==> src/verilog/ppcd_params.svh <==
`ifndef PPCD_PARAMS_SVH
`define PPCD_PARAMS_SVH

// register indices; byte address is four times the index
`define PPCD_IDX_PAR_CTRL 6'h02
`define PPCD_IDX_PC_DATA 6'h03
`define PPCD_IDX_PC_DIR 6'h07
`define PPCD_IDX_PD_DATA 6'h08
`define PPCD_IDX_PD_DIR 6'h09
`define PPCD_IDX_PA_CTRL 6'h26

// reset values
`define PPCD_RST_PAR_CTRL 8'h00
`define PPCD_RST_PC_DATA 8'h00
`define PPCD_RST_PC_DIR 8'h00
`define PPCD_RST_PD_DATA 8'h00
`define PPCD_RST_PD_DIR 8'h00
`define PPCD_RST_PA_CTRL 8'h00

// field positions
`define PPCD_PARALLEL_IO_CONTROL_OPEN_DRAIN 5
`define PPCD_PULSE_ACCUM_CONTROL_PA3_DIR 3
`define PPCD_PULSE_ACCUM_CONTROL_CAP4_SEL 2
`define PPCD_PD_MISO 2
`define PPCD_PD_MOSI 3
`define PPCD_PD_SCK 4
`define PPCD_PD_SLAVE_SEL 5
`define PPCD_PD_ADDR_STROBE 6
`define PPCD_PD_RNW 7

// readable mask of the parallel io control register
`define PPCD_PARALLEL_IO_CONTROL_MASK 8'h20

`endif

==> src/verilog/ppcd_pkg.sv <==
package ppcd_pkg;

  typedef enum logic [1:0] {
    MODE_SINGLE,
    MODE_EXPANDED,
    MODE_BOOT,
    MODE_TEST
  } ppcd_mode_e;

  typedef enum logic [2:0] {
    REG_PAR_CTRL,
    REG_PC_DATA,
    REG_PC_DIR,
    REG_PD_DATA,
    REG_PD_DIR,
    REG_PA_CTRL,
    REG_NONE
  } ppcd_reg_e;

  typedef enum logic {
    BUS_IDLE,
    BUS_ACK
  } ppcd_bus_e;

endpackage

==> src/verilog/ppcd_sync.sv <==
`timescale 1ns/100ps
module ppcd_sync import ppcd_pkg::*; #(
  parameter int W = 8
) (
  input wire logic clk,
  input wire logic rst_n,
  input wire logic [W-1:0] async_in,
  output logic [W-1:0] level_out
);

  logic [W-1:0] s1_ff;
  logic [W-1:0] s2_ff;
  logic [W-1:0] s3_ff;
  logic [W-1:0] lvl_ff;
  logic [W-1:0] nxt_lvl;

  initial begin
    if (W < 1) begin
      $error("ppcd_sync width must be at least one");
    end
  end

  // s1 feeds s2 only; a change counts once s2 and s3 agree
  always_ff @(posedge clk) begin
    if (!rst_n) begin
      s1_ff <= '0;
      s2_ff <= '0;
      s3_ff <= '0;
    end else begin
      s1_ff <= async_in;
      s2_ff <= s1_ff;
      s3_ff <= s2_ff;
    end
  end

  assign nxt_lvl = (s2_ff & ~(s2_ff ^ s3_ff)) | (lvl_ff & (s2_ff ^ s3_ff));

  always_ff @(posedge clk) begin
    if (!rst_n) begin
      lvl_ff <= '0;
    end else begin
      lvl_ff <= nxt_lvl;
    end
  end

  assign level_out = lvl_ff;

endmodule

==> src/verilog/ppcd_io.sv <==
// Behaviour
// RULE_01 - single-chip: port C is gpio; expanded: muxed low address and data
// RULE_02 - expanded data phase: port C direction follows bus read/write
// RULE_03 - after reset port C inputs in single/boot, bus pins in expanded/test
// RULE_04 - port C direction bit 0 input, 1 output; resets to zero
// RULE_05 - port D read: inputs give pin level, outputs give driver input
// RULE_06 - port D writes go to a latch, driven only as gpio output
// RULE_07 - port D direction 0 input, 1 output; direction and latch reset zero
// RULE_08 - expanded/test: port D bits 6 and 7 drive strobe and read/write
// RULE_09 - spi enabled: bit 5 is slave select; slave ignores its direction bit
// RULE_10 - spi master: bit 5 input when direction 0, gpio output when 1
// RULE_11 - spi inputs on bits 2 to 4 are inputs regardless of direction
// RULE_12 - spi outputs on bits 2 to 4 drive only with direction bit set
// RULE_13 - port A bit 3 direction bit; output compare overrides it
// RULE_14 - capture/compare select: 0 compare five, 1 capture four; resets zero
// RULE_15 - parallel io control: only wired-or bit works, rest read zero
// RULE_16 - wired-or bit 1 makes port C open drain, 0 push-pull
// RULE_17 - open drain drives low only, releases pin when latch holds one
// RULE_18 - registers read/write on the bus, writes visible next cycle
//
// Design decision made here: the Avalon-MM interface to the registers.
`timescale 1ns/100ps
`include "ppcd_params.svh"
module ppcd_io import ppcd_pkg::*; #(
  parameter int PORT_W = 8
) (
  input wire logic CLK,
  input wire logic RST_N,
  input wire logic [7:0] AVS_ADDRESS,
  input wire logic AVS_READ,
  input wire logic AVS_WRITE,
  input wire logic [31:0] AVS_WRITEDATA,
  input wire logic [3:0] AVS_BYTEENABLE,
  output logic [31:0] AVS_READDATA,
  output logic AVS_WAITREQUEST,
  input wire logic [1:0] MODE,
  input wire logic EXP_ADDR_PHASE,
  input wire logic EXP_RNW,
  input wire logic EXP_ADDR_STROBE,
  input wire logic [7:0] EXP_ADDR_LO,
  input wire logic [7:0] EXP_WDATA,
  output logic [7:0] EXP_RDATA,
  input wire logic SPI_EN,
  input wire logic SPI_MASTER,
  input wire logic SPI_MISO_OUT,
  input wire logic SPI_MOSI_OUT,
  input wire logic SPI_SCK_OUT,
  output logic [7:0] PD_SENSE,
  input wire logic [7:0] PC_IN,
  output logic [7:0] PC_OUT,
  output logic [7:0] PC_OE_N,
  input wire logic [7:0] PD_IN,
  output logic [7:0] PD_OUT,
  output logic [7:0] PD_OE_N,
  input wire logic PA3_IN,
  output logic PA3_OUT,
  output logic PA3_OE_N,
  output logic PA3_SENSE,
  input wire logic PA3_DATA,
  input wire logic OC_PA3_EN,
  input wire logic OC_PA3_LVL,
  output logic CAPTURE4_SEL,
  output logic [7:0] PULSE_ACCUM_CTRL
);

  initial begin
    if (PORT_W != 8) begin
      $error("ppcd_io serves eight-bit ports only");
    end
  end

  ////////////////////////////////////////////////////////////////////////////
  // register decode
  function automatic ppcd_reg_e decode_reg(input logic [7:0] addr);
    ppcd_reg_e r;
    case (addr[7:2])
      `PPCD_IDX_PAR_CTRL: r = REG_PAR_CTRL;
      `PPCD_IDX_PC_DATA: r = REG_PC_DATA;
      `PPCD_IDX_PC_DIR: r = REG_PC_DIR;
      `PPCD_IDX_PD_DATA: r = REG_PD_DATA;
      `PPCD_IDX_PD_DIR: r = REG_PD_DIR;
      `PPCD_IDX_PA_CTRL: r = REG_PA_CTRL;
      default: r = REG_NONE;
    endcase
    return r;
  endfunction

  ppcd_bus_e bus_ff;
  logic wait_ff;
  logic [31:0] rdata_ff;
  logic [7:0] parallel_io_control_ff;
  logic [7:0] pc_lat_ff;
  logic [7:0] pc_dir_ff;
  logic [7:0] pd_lat_ff;
  logic [7:0] pd_dir_ff;
  logic [7:0] pulse_accum_control_ff;
  logic [7:0] pc_out_ff;
  logic [7:0] pc_oe_n_ff;
  logic [7:0] pd_out_ff;
  logic [7:0] pd_oe_n_ff;
  logic pa3_out_ff;
  logic pa3_oe_n_ff;
  logic [7:0] nxt_pc_out;
  logic [7:0] nxt_pc_oe_n;
  logic [7:0] nxt_pd_out;
  logic [7:0] nxt_pd_oe_n;
  logic [7:0] nxt_rd;
  logic [16:0] sense;
  logic [7:0] pc_sense;
  logic [7:0] pd_sense;
  logic wr_en;
  logic expanded;
  ppcd_reg_e req_reg;

  assign expanded = (ppcd_mode_e'(MODE) == MODE_EXPANDED) || (ppcd_mode_e'(MODE) == MODE_TEST);
  assign req_reg = decode_reg(AVS_ADDRESS);
  // write lands at the edge where the master sees waitrequest low
  assign wr_en = (bus_ff == BUS_ACK) && AVS_WRITE && AVS_BYTEENABLE[0]; // RULE_18

  ////////////////////////////////////////////////////////////////////////////
  // pin sampling
  ppcd_sync #(.W(17)) u_sync (
    .clk(CLK),
    .rst_n(RST_N),
    .async_in({PA3_IN, PD_IN, PC_IN}),
    .level_out(sense)
  );

  assign pc_sense = sense[7:0];
  assign pd_sense = sense[15:8];
  assign EXP_RDATA = pc_sense;
  assign PD_SENSE = pd_sense;
  assign PA3_SENSE = sense[16];

  ////////////////////////////////////////////////////////////////////////////
  // avalon slave: one wait cycle, then one answer cycle
  always_ff @(posedge CLK) begin
    if (!RST_N) begin
      bus_ff <= BUS_IDLE;
      wait_ff <= 1'b1;
    end else begin
      case (bus_ff)
        BUS_IDLE: begin
          if (AVS_READ || AVS_WRITE) begin
            bus_ff <= BUS_ACK;
            wait_ff <= 1'b0;
          end
        end
        BUS_ACK: begin
          bus_ff <= BUS_IDLE;
          wait_ff <= 1'b1;
        end
        default: begin
          bus_ff <= BUS_IDLE;
          wait_ff <= 1'b1;
        end
      endcase
    end
  end

  always_comb begin
    nxt_rd = 8'h00;
    case (req_reg)
      REG_PAR_CTRL: nxt_rd = parallel_io_control_ff & `PPCD_PARALLEL_IO_CONTROL_MASK; // RULE_15
      REG_PC_DATA: nxt_rd = (pc_sense & ~pc_dir_ff) | (pc_lat_ff & pc_dir_ff);
      REG_PC_DIR: nxt_rd = pc_dir_ff;
      // driven bits read back the driver input, others the pin
      REG_PD_DATA: nxt_rd = (pd_sense & pd_oe_n_ff) | (pd_out_ff & ~pd_oe_n_ff); // RULE_05
      REG_PD_DIR: nxt_rd = pd_dir_ff;
      REG_PA_CTRL: nxt_rd = pulse_accum_control_ff;
      default: nxt_rd = 8'h00;
    endcase
  end

  always_ff @(posedge CLK) begin
    if (!RST_N) begin
      rdata_ff <= 32'h0000_0000;
    end else if (bus_ff == BUS_IDLE && AVS_READ) begin
      rdata_ff <= {24'h00_0000, nxt_rd}; // RULE_18
    end
  end

  assign AVS_READDATA = rdata_ff;
  assign AVS_WAITREQUEST = wait_ff;

  ////////////////////////////////////////////////////////////////////////////
  // register file
  always_ff @(posedge CLK) begin
    if (!RST_N) begin
      parallel_io_control_ff <= `PPCD_RST_PAR_CTRL; // RULE_15
    end else if (wr_en && req_reg == REG_PAR_CTRL) begin
      parallel_io_control_ff <= AVS_WRITEDATA[7:0] & `PPCD_PARALLEL_IO_CONTROL_MASK; // RULE_15
    end
  end

  always_ff @(posedge CLK) begin
    if (!RST_N) begin
      pc_lat_ff <= `PPCD_RST_PC_DATA;
      pc_dir_ff <= `PPCD_RST_PC_DIR; // RULE_04
    end else if (wr_en) begin
      if (req_reg == REG_PC_DATA) begin
        pc_lat_ff <= AVS_WRITEDATA[7:0];
      end
      if (req_reg == REG_PC_DIR) begin
        pc_dir_ff <= AVS_WRITEDATA[7:0]; // RULE_04
      end
    end
  end

  always_ff @(posedge CLK) begin
    if (!RST_N) begin
      pd_lat_ff <= `PPCD_RST_PD_DATA; // RULE_07
      pd_dir_ff <= `PPCD_RST_PD_DIR; // RULE_07
    end else if (wr_en) begin
      if (req_reg == REG_PD_DATA) begin
        pd_lat_ff <= AVS_WRITEDATA[7:0]; // RULE_06
      end
      if (req_reg == REG_PD_DIR) begin
        pd_dir_ff <= AVS_WRITEDATA[7:0];
      end
    end
  end

  // other pulse accumulator bits are only held for the timer
  always_ff @(posedge CLK) begin
    if (!RST_N) begin
      pulse_accum_control_ff <= `PPCD_RST_PA_CTRL; // RULE_14
    end else if (wr_en && req_reg == REG_PA_CTRL) begin
      pulse_accum_control_ff <= AVS_WRITEDATA[7:0];
    end
  end

  assign CAPTURE4_SEL = pulse_accum_control_ff[`PPCD_PULSE_ACCUM_CONTROL_CAP4_SEL]; // RULE_14
  assign PULSE_ACCUM_CTRL = pulse_accum_control_ff;

  ////////////////////////////////////////////////////////////////////////////
  // port C pins
  always_comb begin
    nxt_pc_out = pc_lat_ff; // RULE_01
    nxt_pc_oe_n = ~pc_dir_ff; // RULE_04
    if (expanded) begin
      if (EXP_ADDR_PHASE) begin
        nxt_pc_out = EXP_ADDR_LO; // RULE_01
        nxt_pc_oe_n = 8'h00;
      end else begin
        nxt_pc_out = EXP_WDATA;
        nxt_pc_oe_n = {8{EXP_RNW}}; // RULE_02
      end
    end else if (parallel_io_control_ff[`PPCD_PARALLEL_IO_CONTROL_OPEN_DRAIN]) begin
      // low only; a latched one lets the pull-up win
      nxt_pc_out = 8'h00; // RULE_17
      nxt_pc_oe_n = ~(pc_dir_ff & ~pc_lat_ff); // RULE_16
    end
  end

  // reset leaves inputs; mode takes over from the first edge after release
  always_ff @(posedge CLK) begin
    if (!RST_N) begin
      pc_out_ff <= 8'h00;
      pc_oe_n_ff <= 8'hff; // RULE_03
    end else begin
      pc_out_ff <= nxt_pc_out;
      pc_oe_n_ff <= nxt_pc_oe_n; // RULE_03
    end
  end

  assign PC_OUT = pc_out_ff;
  assign PC_OE_N = pc_oe_n_ff;

  ////////////////////////////////////////////////////////////////////////////
  // port D pins
  always_comb begin
    nxt_pd_out = pd_lat_ff; // RULE_06
    nxt_pd_oe_n = ~pd_dir_ff; // RULE_07
    if (SPI_EN) begin
      if (SPI_MASTER) begin
        // bit 5 stays on its direction bit: fault input or gpio output
        nxt_pd_oe_n[`PPCD_PD_MISO] = 1'b1; // RULE_11
        nxt_pd_out[`PPCD_PD_MOSI] = SPI_MOSI_OUT; // RULE_12
        nxt_pd_out[`PPCD_PD_SCK] = SPI_SCK_OUT; // RULE_12
        nxt_pd_oe_n[`PPCD_PD_SLAVE_SEL] = ~pd_dir_ff[`PPCD_PD_SLAVE_SEL]; // RULE_10
      end else begin
        nxt_pd_oe_n[`PPCD_PD_SLAVE_SEL] = 1'b1; // RULE_09
        nxt_pd_oe_n[`PPCD_PD_MOSI] = 1'b1; // RULE_11
        nxt_pd_oe_n[`PPCD_PD_SCK] = 1'b1; // RULE_11
        nxt_pd_out[`PPCD_PD_MISO] = SPI_MISO_OUT; // RULE_12
      end
    end
    if (expanded) begin
      nxt_pd_out[`PPCD_PD_ADDR_STROBE] = EXP_ADDR_STROBE; // RULE_08
      nxt_pd_out[`PPCD_PD_RNW] = EXP_RNW; // RULE_08
      nxt_pd_oe_n[`PPCD_PD_ADDR_STROBE] = 1'b0;
      nxt_pd_oe_n[`PPCD_PD_RNW] = 1'b0;
    end
  end

  always_ff @(posedge CLK) begin
    if (!RST_N) begin
      pd_out_ff <= 8'h00;
      pd_oe_n_ff <= 8'hff;
    end else begin
      pd_out_ff <= nxt_pd_out;
      pd_oe_n_ff <= nxt_pd_oe_n;
    end
  end

  assign PD_OUT = pd_out_ff;
  assign PD_OE_N = pd_oe_n_ff;

  ////////////////////////////////////////////////////////////////////////////
  // port A bit 3
  always_ff @(posedge CLK) begin
    if (!RST_N) begin
      pa3_out_ff <= 1'b0;
      pa3_oe_n_ff <= 1'b1;
    end else if (OC_PA3_EN) begin
      pa3_out_ff <= OC_PA3_LVL; // RULE_13
      pa3_oe_n_ff <= 1'b0;
    end else begin
      pa3_out_ff <= PA3_DATA;
      pa3_oe_n_ff <= ~pulse_accum_control_ff[`PPCD_PULSE_ACCUM_CONTROL_PA3_DIR]; // RULE_13
    end
  end

  assign PA3_OUT = pa3_out_ff;
  assign PA3_OE_N = pa3_oe_n_ff;
endmodule

==> config.mk <==
export PLATFORM = sky130hd
export DESIGN_NAME = ppcd_io
export DESIGN_NICKNAME = d
export VERILOG_FILES = /design/src/verilog/ppcd_pkg.sv /design/src/verilog/ppcd_sync.sv /design/src/verilog/ppcd_io.sv
export VERILOG_INCLUDE_DIRS = /design/src /design/src/verilog
export SDC_FILE = /design/constraint.sdc
export NUM_CORES = 1
export LEC_CHECK = 0
export BUFFER_PORTS_ARGS = -buffer_cell sky130_fd_sc_hd__buf_4
export CELL_PAD_IN_SITES_DETAIL_PLACEMENT = 1
export CELL_PAD_IN_SITES_GLOBAL_PLACEMENT = 1
export CORE_MARGIN = 4
export CORE_UTILIZATION = 42
export CTS_BUF_LIST = sky130_fd_sc_hd__clkbuf_8
export CTS_CLUSTER_SIZE = 28
export DETAILED_ROUTE_END_ITERATION = 10
export HOLD_SLACK_MARGIN = 0.05
export PLACE_DENSITY = 0.85
export SLEW_MARGIN = 0
export SYNTH_ARGS = -nofsm -noshare
export SYNTH_HDL_FRONTEND = slang
export SYNTH_SLANG_ARGS = --single-unit
==> constraint.sdc <==
create_clock -name CLK -period 5.3 [get_ports CLK]
set_input_delay 1.06 -clock CLK [delete_from_list [all_inputs] [get_ports CLK]]
set_output_delay 1.06 -clock CLK [all_outputs]
set_load 0.03 [all_outputs]
==> metrics.txt <==
Tcrit/Tclk final=67.4%; setup bufs post-CTS=0; Static Leak=just over 3 nW; Final Hold Viols=0; top cell type's share of synthesized area=52.9%; main flop type after synthesis=dfxtp_1; clock tree buffer depth=2; DR vias/cell=5.09; largest net degree at the start of global routing=64; post-placement setup slack=1280 ps; Starting Density=43.4%; Setup WS post-layout=approximately 1700 ps; CP peak stage delay=920 ps; CTS sink cnt=153; register area share after synthesis=52.9%; drt first pass iters=5; commonest cells after routing, fill and taps aside=153 x dfxtp_1, 135 x buf_4, 58 x nor2_1; WP buf/inv=1; CTS root buffer=clkbuf_8; Worst Path Required=about 5600 ps; HPWL Detailed=11600 µm; EDFF count, synth=0; Power Dens Cells=between 300 and 400 mW/mm²; num rows=42; routability-driven placement congestion ratio=0.797; Crit-path slowest cell=nor3_2; Core Area=0.0133 mm²; final setup fails=0; WL final=16000 µm; Slew Viols, Final=0; RSZ-0062 raised after global routing=no; Post-DRT Antenna Nets=0; Post-Syn Instances=596; min cycle time layout=3570 ps; fill count=1557; worst path cell trace=buf_4, nand3b_1, o32ai_1, nand2_1, ha_1, a21bo_2, nand4_1, nor3_2, mux2i_1, nor2_1; IO buf count=132; routed len/inst=between 15 and 20 µm; max-cap violations=0; layout cells sized above 1=25.5%; Synth cell types=47; crit path launch type=input port; number of DRC markers in iteration 0=181; clock-pin slew on the worst setup and hold paths=80 ps; GRT Total Usage=20.1%; GRT overflow=0; peak supply drop=0.249 mV; CP Capture Type=flip-flop; FMAX=280 MHz; Synth Register Bits=153; CTS Buf Count=17; family with the most delay on the worst path=simple AND/OR/NAND/NOR gates; Setup TNS=0 ps; Post-CTS Hold Fix Bufs=0; worst setup path class=input port to flip-flop; WP data arrival=a little under 4000 ps; chip width=125 µm; crit path max fanout=8; Worst-Skew Late Latency=440 ps; worst clock skew=10.2 ps; status=complete, no violations; Vias=about 4600; Hold Crit Class=flip-flop to flip-flop; I/O Pins=187; synthesized cell area=slightly below 0.006 mm²; DRC=0; CTS tree=built; final net count=814; Die Area=0.0157 mm²; Ys Warns=0; syn_area_per_cell=9.72 µm²; Multi-input gate area=0.00248 mm²; CTS H-Tree Depth=4; Synth area leader=dfxtp_1; relative slew slack=between 20% and 30%; Synth area leaders=dfxtp_1 53%, mux2i_1 9.0%, and2_1 5.9%; Worst Tran Pin Value=1060 ps; global-route wire length before repair=25200 µm; most common cell after layout, fill and taps aside=dfxtp_1; Die H=125 µm; initial antenna violation count=0; Hold Slack=410 ps; n_diodes=0; final core occ=53.7%; post-synthesis async set-or-reset flop share=0%; # resized after CTS=0; via count of the first global-routing pass=4919; Area growth, synth to finish=23.7%; Register Area=slightly above 0.003 mm²
## worst reg2reg max path: cells and delay by family, from the launching register on
kind | cells | cell delay [ps]
multiplexers | 1 | 280
AND/OR/NAND/NOR | 3 | 1470
flip-flops | 1 | 350
## cell type report
class	count	area share (%)
Tap cell	176	3.07
Clock buffer	17	3.27
Multi-Input combinational cell	406	34.6
Timing Repair Buffer	135	14.1
Clock inverter	15	1.82
Inverter	6	0.314
Sequential cell	153	42.8
## synthesized netlist by cell type (6+ instances only)
cell,count
mux2i_1,52
o21ai_1,6
a221oi_1,7
inv_1,6
nand3_1,11
clkbuf_1,26
and2_1,55
nor3b_1,9
mux2_2,13
a21oi_1,37
buf_4,25
dfxtp_1,153
a21boi_0,8
nand2_1,46
o21ai_0,44
nor2_1,58
## layer usage
layer | wire length [µm] | vias to the layer above | track usage [%]
li1 | - | 2237 | -
met1 | 6260 | 2239 | 22.3
met2 | 8450 | 125 | 36.2
met3 | 976 | 24 | 6.18
met4 | 281 | 0 | 7.21
met5 | 0 | - | 0
## cell families after synthesis
| logic type | share of synthesized area [%] |
|---|---|
| buffers and inverters | 5.79 |
| AO/OA/AOI/OAI | 11.8 |
| other | 0.0647 |
| AND/OR/NAND/NOR | 17.5 |
| flip-flops | 52.9 |
| multiplexers | 11.8 |
| adder cells (fa/ha/maj) | 0.216 |
## metrics by stage
step	instances	power [W]	instance area (µm²)
2_1_floorplan	619	0.00132	5880
3_3_place_gp	876	0.00138	6800
3_5_place_dp	876	0.00139	6800
4_1_cts	908	0.00220	7160
5_1_grt	908	0.00227	7160
6_report	908	0.00218	7160
## path summary, 6_finish.rpt
kind	start	end	slack [ps]	cells past startpoint
worst max-delay path	AVS_ADDRESS[3]	pd_dir_ff[2]	1730	10
worst min-delay path	pd_dir_ff[1]	PD_OE_N[1]	410	1
worst max register to register	bus_ff	pd_dir_ff[2]	3070	4
worst min register to register	pd_dir_ff[1]	PD_OE_N[1]	410	1
## report_power, final
part           leakage (nW)  total, W  internal [W]  switching, W
logic                  1.62  0.000175     0.0000680      0.000107
clock network         0.193  0.000815      0.000372      0.000443
registers              1.25   0.00119       0.00118     0.0000115
Note: power is estimated with default switching activity, not from simulation.
